[config.mk]
export PLATFORM = sky130hd
export DESIGN_NAME = fsc_counters
export DESIGN_NICKNAME = d
export VERILOG_FILES = /design/src/common/fsc_pkg.sv /design/src/hdl/fsc_counters.sv
export SDC_FILE = /design/constraint.sdc
export NUM_CORES = 1
export LEC_CHECK = 0
export BUFFER_PORTS_ARGS = -buffer_cell sky130_fd_sc_hd__buf_2
export CAP_MARGIN = 30
export CORE_MARGIN = 5
export CORE_UTILIZATION = 60
export DETAILED_ROUTE_END_ITERATION = 8
export GPL_ROUTABILITY_DRIVEN = 0
export PLACE_DENSITY = 0.81
export RECOVER_POWER = 100
export SLEW_MARGIN = 10
export SYNTH_ARGS = -nofsm -noshare
export SYNTH_HDL_FRONTEND = slang
export SYNTH_SLANG_ARGS = --single-unit
[constraint.sdc]
create_clock -name ref_clk -period 5.2 [get_ports ref_clk]
set_clock_uncertainty 0.1 [all_clocks]
set_input_delay 0.52 -clock ref_clk [delete_from_list [all_inputs] [get_ports ref_clk]]
set_output_delay 0.52 -clock ref_clk [all_outputs]
set_load 0.03 [all_outputs]
[src/common/fsc_pkg.sv]
// Package: constants for the frame-sync and E-bit error counter block
package fsc_pkg;
	// ==========================================
	// Register offsets (byte-wide host port)
	localparam logic [7:0] SYNC_LOSS_COUNT_HIGH_OFS = 8'h46;
	localparam logic [7:0] SYNC_LOSS_COUNT_LOW_OFS = 8'h47;
	localparam logic [7:0] FAR_END_ERROR_COUNT_HIGH_OFS = 8'h48;
	localparam logic [7:0] FAR_END_ERROR_COUNT_LOW_OFS = 8'h49;
	// ==========================================
	// Reset values
	localparam logic [15:0] COUNT_RESET = 16'h0000;
	localparam logic [7:0] RDATA_RESET = 8'h00;
	// ==========================================
	// Update periods in frames (42 ms = 333 T1 frames, 62.5 ms = 500 E1 frames)
	localparam logic [13:0] T1_FAST_FRAMES = 14'd333;
	localparam logic [13:0] E1_FAST_FRAMES = 14'd500;
	// One second in frames: 8000 frames on both lines
	localparam logic [13:0] ONE_SEC_FRAMES = 14'd8000;
	// ==========================================
	// Counter-update state machine (Gray coded)
	typedef enum logic [1:0] {
		FSC_IDLE = 2'b00,
		FSC_LATCH = 2'b01
	} fsc_upd_e;
endpackage : fsc_pkg

[src/hdl/fsc_counters.sv]
// Module: frame-sync and far-end block error counters with host read port
`timescale 1ns/1ps

// Summary of operation
// - T1: count multiframes spent out of sync
// - Multiframe counting continues while sync lost
// - T1 F-bit: Ft in D4, FPS in ESF
// - F-bit counting halts while sync lost
// - Framing mode plus select choose source
// - E1: count FAS word errors
// - E1: no count while sync lost
// - E1: ignore FAS errors while hunting
// - Sync-loss count: high byte 46, low 47
// - E-bit counter works only in E1
// - E-bits from frames 13, 15 CRC-4
// - Count each received zero E-bit
// - E-bit halts on FAS/CRC-4 loss only
// - E-bit count: high byte 48, low 49
// - Select one: multiframes, zero: F-bit errors
// - Latch counts per second or fast period
// - Manual latch on rising update bit
module fsc_counters
	import fsc_pkg::*;
(
	// Clock and reset
	input wire logic ref_clk,
	input wire logic srst,
	// Configuration
	input wire logic e1_mode,
	input wire logic framing_mode_select,
	input wire logic count_function_select,
	input wire logic counter_update_rate_select,
	input wire logic manual_update_enable,
	input wire logic manual_counter_latch,
	// Receive framer events (one-cycle pulses) and status levels
	input wire logic frame_tick,
	input wire logic multiframe_tick,
	input wire logic receive_sync_lost_flag,
	input wire logic t1_ft_error,
	input wire logic t1_fps_error,
	input wire logic e1_fas_word_error,
	input wire logic fas_hunting,
	input wire logic cas_mf_hunting,
	input wire logic crc4_mf_hunting,
	input wire logic crc4_mf_enabled,
	input wire logic ebit_valid,
	input wire logic ebit_value,
	// Host read port
	input wire logic [7:0] host_addr,
	input wire logic host_rd,
	input wire logic host_wr,
	input wire logic [7:0] host_wdata,
	output logic [7:0] host_rdata,
	// Latch pulse for observation
	output logic counts_latched
);

	// ==========================================
	// Internal state
	logic [15:0] sync_loss_counter; // Running count
	logic [15:0] far_end_error_counter; // Running count
	logic [15:0] sync_loss_snap; // Host-visible copy
	logic [15:0] far_end_snap; // Host-visible copy
	logic [13:0] frame_cnt; // Frames since last latch
	logic [13:0] period_frames; // Current latch period
	logic manual_prev; // Previous manual bit
	logic sync_inc; // Sync-loss counter increment
	logic ebit_inc; // E-bit counter increment
	logic auto_latch; // Period expired
	logic manual_latch; // Manual rising edge
	logic do_latch; // Any latch this cycle
	logic host_wr_seen; // Writes have no effect here

	// ==========================================
	// Sync-loss count source selection
	always_comb begin
		sync_inc = 1'b0;
		if (e1_mode) begin
			// Hunting at any level blocks FAS error counting
			sync_inc = e1_fas_word_error && !receive_sync_lost_flag
				&& !fas_hunting && !cas_mf_hunting && !crc4_mf_hunting;
		end else if (count_function_select) begin
			// Out-of-sync multiframes: counted only while sync is lost
			sync_inc = multiframe_tick && receive_sync_lost_flag;
		end else begin
			// F-bit: D4 takes Ft errors, ESF takes FPS errors
			sync_inc = !receive_sync_lost_flag
				&& (framing_mode_select ? t1_fps_error : t1_ft_error);
		end
	end

	// ==========================================
	// E-bit source: only E1, CRC-4 multiframe, not on FAS/CRC-4 loss
	assign ebit_inc = e1_mode && crc4_mf_enabled && ebit_valid
		&& !ebit_value
		&& !fas_hunting && !crc4_mf_hunting;

	// ==========================================
	// Update period: fast rate depends on line type
	assign period_frames = !counter_update_rate_select ? ONE_SEC_FRAMES
		: (e1_mode ? E1_FAST_FRAMES : T1_FAST_FRAMES);
	assign auto_latch = !manual_update_enable && frame_tick
		&& (frame_cnt >= period_frames - 14'd1);
	assign manual_latch = manual_update_enable && manual_counter_latch && !manual_prev;
	assign do_latch = auto_latch || manual_latch;
	// Host writes are accepted and discarded
	assign host_wr_seen = host_wr && (host_wdata != 8'h00);

	// ==========================================
	// Frame counter for the latch period
	always_ff @(posedge ref_clk) begin
		if (srst) begin
			frame_cnt <= 14'd0;
		end else if (do_latch) begin
			frame_cnt <= 14'd0;
		end else if (frame_tick) begin
			frame_cnt <= frame_cnt + 14'd1;
		end
	end

	// ==========================================
	// Manual bit edge tracker
	always_ff @(posedge ref_clk) begin
		if (srst) begin
			manual_prev <= 1'b0;
		end else begin
			manual_prev <= manual_counter_latch;
		end
	end

	// ==========================================
	// Running counters; an event in the latch cycle starts the new period
	always_ff @(posedge ref_clk) begin
		if (srst) begin
			sync_loss_counter <= COUNT_RESET;
			far_end_error_counter <= COUNT_RESET;
		end else if (do_latch) begin
			sync_loss_counter <= {15'd0, sync_inc};
			far_end_error_counter <= {15'd0, ebit_inc};
		end else begin
			// Saturate rather than wrap; unreachable in a normal period
			if (sync_inc && sync_loss_counter != 16'hFFFF) begin
				sync_loss_counter <= sync_loss_counter + 16'd1;
			end
			if (ebit_inc && far_end_error_counter != 16'hFFFF) begin
				far_end_error_counter <= far_end_error_counter + 16'd1;
			end
		end
	end

	// ==========================================
	// Snapshot registers seen by the host
	always_ff @(posedge ref_clk) begin
		if (srst) begin
			sync_loss_snap <= COUNT_RESET;
			far_end_snap <= COUNT_RESET;
			counts_latched <= 1'b0;
		end else begin
			counts_latched <= do_latch;
			if (do_latch) begin
				sync_loss_snap <= sync_loss_counter;
				far_end_snap <= far_end_counter_view();
			end
		end
	end

	// E-bit snapshot is zero in T1
	function automatic logic [15:0] far_end_counter_view();
		far_end_counter_view = e1_mode ? far_end_error_counter : COUNT_RESET;
	endfunction : far_end_counter_view

	// ==========================================
	// Host read mux, registered; both bytes from one snapshot
	always_ff @(posedge ref_clk) begin
		if (srst) begin
			host_rdata <= RDATA_RESET;
		end else if (host_rd) begin
			case (host_addr)
				SYNC_LOSS_COUNT_HIGH_OFS: host_rdata <= sync_loss_snap[15:8];
				SYNC_LOSS_COUNT_LOW_OFS: host_rdata <= sync_loss_snap[7:0];
				FAR_END_ERROR_COUNT_HIGH_OFS: host_rdata <= far_end_snap[15:8];
				FAR_END_ERROR_COUNT_LOW_OFS: host_rdata <= far_end_snap[7:0];
				default: host_rdata <= RDATA_RESET; // Unmapped reads zero
			endcase
		end
	end
endmodule : fsc_counters

==> results.tsv, run 1 <==
metric	value	unit
crit_fanout	21	
cp-start-kind	input port	
rr_endpoint	sync_loss_counter[0]	
hold_path_class	in -> reg	
post-route-util	68.0	%
core	6790	um^2
crit_path_start	e1_mode	
slew_violations	0	
syn-mean-instance-area	9.38	um^2
finalInstanceArea	4620	um^2
areaGrowthSynthToFinish	10.9	%
port_buffers	37	
start_util	61.3	%
synth_compound_area_share	21.2	%
yosysSeqAreaShare	42.3	%
max-slew-margin-rel	26.1	%
period_minus_slack	3990	ps
clkTransAtPathRegs	100	ps
drt_iter0_markers	122	
path_class	in -> reg	
cts_tree	built	
clock_latency	380	ps
tns	0	ps
clockBufferDepth	2	
setup_violations	0	
max_cap_violations	0	
dieArea	8710	um^2
synth_ff_type	dfxtp_1	
die_w	93.3	um
status	finished, final reports clean	
drc_errors	0	
ctsResizeCount	0	
drive_gt1_share	11.0	%
rr_worst_depth	7	
rsz0062_at_grt	false	
worstPathArrival	4210	ps
cts_made_buffers	9	
required	5420	ps
synthSimpleGateAreaFrac	22.3	%
finalNetCount	529	
muxShareOfSynthArea	0.721	%
crit_end	sync_loss_counter[0]	
mostFrequentLayoutCells	dfxtp_1 (88), nor2_1 (40), buf_2 (26)	
grt_pass1_wl	15100	um
grt_max_degree	28	
vias	3556	
synth_seq_cells	88	
yosys.area_share.xor_xnor	6.10	%
grt_util_all_layers	21.8	%
pin_count	47	
syn-num-nets	497	
max_slew.worst_pin.slew	1110	ps
finalCritPeriodShare	76.6	%
layout.cells.most_common	dfxtp_1	
ys_async_sr_fraction	0	%
powerDensity	272	nW/um^2
routed_via_density	6.16	
yosys_warnings	0	
grt_overflow	0	
cts.sinks	88	
hold_viol	0	
ant_nets	0	
place_area	4430	um^2
cts_root_buffer	clkbuf_8	
antennaDiodeCount	0	
num_rows	30	
wl_per_cell	15.9	um
synth_top_family_by_area	simple AND/OR/NAND/NOR gates	
r2r_setup_slack	2030	ps
final.fill_count	520	
end_kind	flop	
synth_edf_count	0	
grt_pass1_vias	3287	
synthDistinctLibCells	46	
die_height	93.3	um
ir_drop	135	uV
drt-pass1-iter-count	5	
netlist_area	4170	um^2
antenna_found_initial	0	
max_freq	251	MHz
cts_max_level	3	
r2r-start	frame_cnt[11]	
yosys.area_share.adder	4.51	%
cts_setup_buffers	0	
min_from	manual_counter_latch	
hpwl	6680	um
syn-instance-count	444	
routed_wirelength	9150	um
p_leak	0.00161	uW
cts_hold_buf	0	
## registers in the layout (all words and copies together), names as in the netlist
| signal | cells |
|---|---|
| counts_latched | 1 |
| far_end_error_counter | 16 |
| far_end_snap | 16 |
| frame_cnt | 14 |
| host_rdata | 8 |
| manual_prev | 1 |
| sync_loss_counter | 16 |
| sync_loss_snap | 16 |
## metal layers
| metal | global-route usage [%] | wire (um) | vias up |
|---|---|---|---|
| met1 | 28.4 | 4200 | 1697 |
| met5 | 0 | 0 | - |
| met3 | 5.39 | 424 | 22 |
| met2 | 34.2 | 4320 | 86 |
| li1 | - | - | 1751 |
| met4 | 9.40 | 204 | 0 |
## worst max-delay path, cell delays in order
cell,delay [ps]
clkbuf_1,790
nand2b_1,260
inv_1,80
ha_1,320
nand4_1,120
o21bai_1,190
a311o_1,310
a311oi_4,720
clkbuf_1,620
a32o_1,260
## power breakdown
group / total (uW) / leakage (uW) / switching [uW] / internal [uW]
clock: 505 / 0.000101 / 273 / 233
combinational: 69.8 / 0.000797 / 44.4 / 25.4
sequential: 681 / 0.000709 / 4.90 / 677
## per-stage QoR
stage / setup WS (ps) / total power, uW / instances / hold slack, ps
final: 1210 / 1260 / 577 / 270
after global routing: 1030 / 1300 / 577 / 306
after CTS: 2040 / 1260 / 577 / 270
after detailed placement: 1670 / 767 / 561 / 359
after global placement: 1720 / 762 / 560 / 352
after floorplan: 2440 / 741 / 444 / 342
## worst min path at each step
| stage | endpoint | cells past startpoint | slack [ps] |
|---|---|---|---|
| after floorplan | far_end_snap[0] | 1 | 340 |
| after CTS | manual_prev | 2 | 270 |
| final | manual_prev | 2 | 270 |
| after detailed placement | host_rdata[0] | 2 | 360 |
| after global routing | manual_prev | 2 | 310 |
| after global placement | far_end_snap[11] | 1 | 350 |
## cell usage after synthesis, drive strengths merged, types with 3 or more instances
| cell type | instances | area share (%) |
|---|---|---|
| nor3b | 4 | 0.72 |
| and3b | 3 | 0.63 |
| nand3 | 20 | 2.4 |
| nand4 | 19 | 2.9 |
| nand2b | 9 | 1.4 |
| and4 | 6 | 1.3 |
| o21ai | 7 | 1.1 |
| a32o | 17 | 4.1 |
| a21oi | 23 | 2.8 |
| dfxtp | 88 | 42 |
| nor4 | 3 | 0.60 |
| a22o | 18 | 3.8 |
| nor2b | 3 | 0.45 |
| nor3 | 15 | 1.8 |
| or4 | 7 | 1.3 |
| o31ai | 10 | 2.3 |
| inv | 10 | 0.90 |
| a21o | 10 | 1.8 |
| xor2 | 10 | 2.1 |
| nand2 | 18 | 1.6 |
| and2 | 3 | 0.45 |
| ha | 15 | 4.5 |
| nor2 | 40 | 3.6 |
| xnor2 | 19 | 4.0 |
| and3 | 7 | 1.1 |
| a22oi | 16 | 2.9 |
| mux2i | 3 | 0.72 |
| buf | 6 | 0.72 |
| or3 | 5 | 0.75 |
| o211ai | 3 | 0.66 |
| clkbuf | 14 | 1.3 |
## final cells by class
| cell class | count | area, um^2 | area share [%] |
|---|---|---|---|
| Tap cell | 96 | 120 | 2.60 |
| Clock buffer | 9 | 124 | 2.68 |
| Clock inverter | 7 | 87.6 | 1.90 |
| Multi-Input combinational cell | 326 | 2280 | 49.4 |
| Inverter | 10 | 37.5 | 0.813 |
| Sequential cell | 88 | 1760 | 38.1 |
| Timing Repair Buffer | 41 | 205 | 4.44 |
## cells by family (layout without fill, tap and decap cells)
logic type,Yosys count,after routing
AND/OR/NAND/NOR,168,168
AO/OA/AOI/OAI,111,111
flip-flops,88,88
buffers and inverters,30,67
XOR/XNOR,29,29
adder cells (fa/ha/maj),15,15
multiplexers,3,3
(Power assumes the default switching activity.)
==> run 2, diff against run 1 <==
- CORE_UTILIZATION: 60 -> 58
- PLACE_DENSITY: 0.81 -> 0.79
- clock period: 5.2 -> 4.1 ns (I/O delays scaled with it)
==> results.tsv, run 2 (synthesis gave the netlist of run 1 again) <==
metric	value	unit
tns	0	ps
finalCritPeriodShare	79.5	%
clkTransAtPathRegs	90	ps
num_rows	30	
hold_path_class	in -> reg	
grt_util_all_layers	21.7	%
post-route-util	66.6	%
required	4290	ps
max_slew.worst_pin.slew	1050	ps
crit_fanout	24	
layout_setup_ws	842	ps
start_util	60.3	%
pre_cts_slack	833	ps
layout.cells.most_common	dfxtp_1	
rr_worst_depth	7	
cp-start-kind	input port	
clockBufferDepth	2	
powerDensity	337	nW/um^2
cts_root_buffer	clkbuf_8	
port_buffers	37	
cts_tree	built	
setup_violations	0	
wl_per_cell	15.9	um
drt-pass1-iter-count	4	
p_leak	0.00160	uW
grt_overflow	0	
hold_viol	0	
cts_hold_buf	0	
areaGrowthSynthToFinish	10.5	%
routed_wirelength	9170	um
ctsResizeCount	0	
routed_via_density	6.07	
final.fill_count	591	
ant_nets	0	
cts_max_level	3	
drt-met1-wl	4180	um
dieArea	8980	um^2
top_layer_used	met4	
r2r_setup_slack	990	ps
max_cap_violations	0	
cts.sinks	88	
max_freq	307	MHz
grt_max_degree	36	
core	6910	um^2
die_height	94.7	um
met2_length	4480	um
clock_latency	350	ps
worstPathArrival	3450	ps
drt_iter0_markers	202	
drc_errors	0	
slew_violations	0	
period_minus_slack	3260	ps
mostFrequentLayoutCells	dfxtp_1 (88), nor2_1 (40), buf_2 (27)	
ir_drop	207	uV
grt_pass1_vias	3336	
cts_made_buffers	9	
max-slew-margin-rel	30.0	%
path_class	in -> reg	
rsz0062_at_grt	false	
cts_setup_buffers	0	
antennaDiodeCount	0	
status	finished, final reports clean	
final_cells	578	
end_kind	flop	
hpwl	6660	um
placed_cells	562	
min_path_cells	2	
antenna_found_initial	0	
wl_met3	395	um
finalNetCount	530	
pin_count	47	
drive_gt1_share	10.6	%
die_w	94.7	um
grt_pass1_wl	15500	um
vias	3506	
-- run 2: worst paths after layout --
path,startpoint,end
max,e1_mode,sync_loss_snap[8]
min,manual_counter_latch,manual_prev
max reg2reg,frame_cnt[11],sync_loss_snap[8]
min reg2reg,host_rdata[1],host_rdata[1]
-- run 2: where the power goes --
group	internal, uW	total, uW	switching (uW)
logic	30.7	87.6	56.8
registers	858	864	6.03
clock network	300	600	300
total	1190	1550	363
-- run 2: layer usage --
layer,vias to the layer above,global-route usage (%)
met3,10,3.51
li1,1748,-
met5,-,0
met4,0,7.81
met1,1677,27.8
met2,71,36.7
-- run 2: layout make-up --
cell class	instances	area [um^2]	area share (%)
Clock buffer	12	145	3.15
Sequential cell	88	1760	38.3
Clock inverter	4	53.8	1.17
Inverter	10	37.5	0.816
Timing Repair Buffer	42	199	4.32
Multi-Input combinational cell	326	2280	49.6
Tap cell	96	120	2.61
-- run 2: per-stage QoR --
| stage | instance area [um^2] | total power, uW | hold slack (ps) |
|---|---|---|---|
| after floorplan | 4170 | 939 | 342 |
| final | 4600 | 1550 | 208 |
| after global routing | 4600 | 1610 | 229 |
| after detailed placement | 4450 | 976 | 359 |
| after global placement | 4420 | 967 | 356 |
| after CTS | 4640 | 1560 | 209 |
-- run 2: worst max-delay path, cell delays in order --
cell      delay, ps
buf_2           360
and2_0          290
inv_1            70
ha_1            330
a21oi_1         150
o21ai_0         140
nand3_1         140
and4_1          450
clkbuf_1        830
a22o_1          270
==> run 3, diff against run 2 <==
- ABC_AREA: not set -> 1
- CORE_UTILIZATION: 58 -> 60
- PLACE_DENSITY: 0.79 -> 0.81
- clock period: 4.1 -> 3.3 ns (I/O delays scaled with it)
==> results.tsv, run 3 <==
metric	value	unit
hold_viol	0	
die_height	101	um
ys_async_sr_fraction	0	%
grt_util_all_layers	21.9	%
routed_wirelength	10700	um
p_leak	0.00221	uW
num_rows	33	
r2r-start	frame_cnt[5]	
power_frac_seq	57.4	%
grt_max_degree	44	
worstPathArrival	2800	ps
syn-instance-count	727	
antenna_found_initial	0	
setup_violations	0	
internal_power	1370	uW
crit_family	buffers and inverters	
synth.most_common_cell	nand2_1	
min_path_cells	3	
routed_via_density	5.38	
holdWs	85.8	ps
synth.largest_area_cell	dfxtp_1	
ctsResizeCount	0	
cp_num_buf_inv	3	
wl_per_cell	12.5	um
clkTransAtPathRegs	90	ps
synth_seq_cells	88	
die_w	101	um
end_kind	flop	
synthDistinctLibCells	34	
cts_max_level	3	
yosys-top-cells-count	nand2_1 (186), nor2_1 (98), dfxtp_1 (88), inv_1 (76), nand3_1 (73)	
antennaDiodeCount	0	
switching_share	26.3	%
tns	0	ps
status	finished, final reports clean	
mostFrequentLayoutCells	nand2_1 (186), nor2_1 (98), dfxtp_1 (88)	
multi_input_area	2700	um^2
layout.cells.most_common	nand2_1	
crit_top_cell	nand2_1	
synth_top_area_share	35.6	%
ir_drop	197	uV
crit_fanout	29	
drive_gt1_share	8.40	%
clockBufferDepth	2	
ant_nets	0	
dieArea	10200	um^2
drc_errors	0	
vias	4597	
path_cells	clkbuf_1, nand2_1, inv_1, ha_1, nand2_1, nand2_1, nand2_1, nand3_1, nand2_1, nand3_2, a21oi_4, nand2_2, buf_12, nor2_1	
cts_tree	built	
rsz0062_at_grt	false	
synthTopCellsByArea	dfxtp_1 (36%), nand2_1 (14%), nor2_1 (7.4%)	
clock_latency	350	ps
slew_violations	0	
synth_ff_type	dfxtp_1	
max-slew-margin-rel	41.0	%
cts_made_buffers	9	
yosys_warnings	0	
grt_pass1_vias	4329	
slowest_delay	610	ps
rr_endpoint	far_end_error_counter[6]	
pwr-share-clk	35.9	%
grt_pass1_wl	18600	um
cp-start-kind	input port	
max_freq	381	MHz
regArea	1760	um^2
cts_setup_buffers	0	
drt-pass1-iter-count	6	
crit_slowest_cell	clkbuf_1	
hold_path_class	in -> reg	
period_minus_slack	2620	ps
p_comb_share	6.7	%
required	3480	ps
cts_hold_buf	0	
grt_overflow	0	
pin_count	47	
max_cap_violations	0	
port_buffers	37	
finalCritPeriodShare	79.5	%
min_from	manual_counter_latch	
final.fill_count	738	
netlist_area	4950	um^2
synth_edf_count	0	
yosysSeqAreaShare	35.6	%
cts_root_buffer	clkbuf_8	
drt_iter0_markers	223	
r2r_setup_slack	1060	ps
cts.sinks	88	
syn-mean-instance-area	6.81	um^2
max_slew.worst_pin.slew	878	ps
syn-num-nets	780	
hold-path-endpoint	manual_prev	
core	8130	um^2
start_util	60.8	%
hpwl	7810	um
path_class	in -> reg	
finalNetCount	798	
powerDensity	353	nW/um^2
p_switching	491	uW
rr_worst_depth	11	
p_total	1870	uW
areaGrowthSynthToFinish	6.78	%
==> run 3: layout make-up <==
type / count / area share, %
clock inverters: 7 / 0.900
multi-input cells: 525 / 51.1
flip-flops and latches: 88 / 33.3
well taps: 105 / 2.49
clock buffers: 9 / 2.34
inverters: 79 / 5.61
repair buffers: 42 / 4.19
==> run 3: cell families after synthesis <==
kind of cell,Yosys count,share of synthesized area (%)
AND/OR/NAND/NOR,445,40.6
buffers and inverters,114,9.76
flip-flops,88,35.6
XOR/XNOR,37,6.55
AO/OA/AOI/OAI,27,3.49
adder cells (fa/ha/maj),15,3.79
multiplexers,1,0.202
==> run 3: through the flow <==
step	util (%)	cell area [um^2]	setup WS, ps	std cells
floorplan	-	4950	941	727
global placement	63.1	5130	794	839
detailed placement	63.1	5130	700	839
CTS	65.2	5300	1060	855
global route	64.9	5280	434	855
finish	64.9	5280	677	855
==> run 3: how the worst max path moves through the flow <==
stage / start / end / slack (ps) / cells after the start
floorplan: e1_mode / far_end_snap[13] / 940 / 15
global placement: e1_mode / far_end_snap[5] / 790 / 13
detailed placement: e1_mode / far_end_error_counter[6] / 700 / 13
CTS: frame_cnt[5] / far_end_error_counter[6] / 1060 / 11
global route: e1_mode / far_end_error_counter[3] / 430 / 13
finish: e1_mode / far_end_error_counter[6] / 680 / 14
==> run 3: routing by layer <==
layer  part of all wire, %  vias to the layer above  routed length [um]  global-route usage [%]
met2                    47                      112                5050                    36.8
li1                      -                     2371                   -                       -
met3                   4.8                       24                 518                    3.25
met4                   1.7                        0                 180                    7.56
met1                    46                     2090                4950                    28.6
met5                     0                        -                   0                       0
==> run 3: power groups by stage <==
stage	Combinational [uW]	Sequential [uW]	Clock (uW)
global route	143	1070	720
CTS	127	1070	683
floorplan	90.8	1090	0
finish	125	1070	670
global placement	122	1090	0
detailed placement	126	1090	0
==> run 3: worst min-delay path, stage by stage <==
cell	delay, ps
buf_2	100
inv_1	40
nor2_1	30
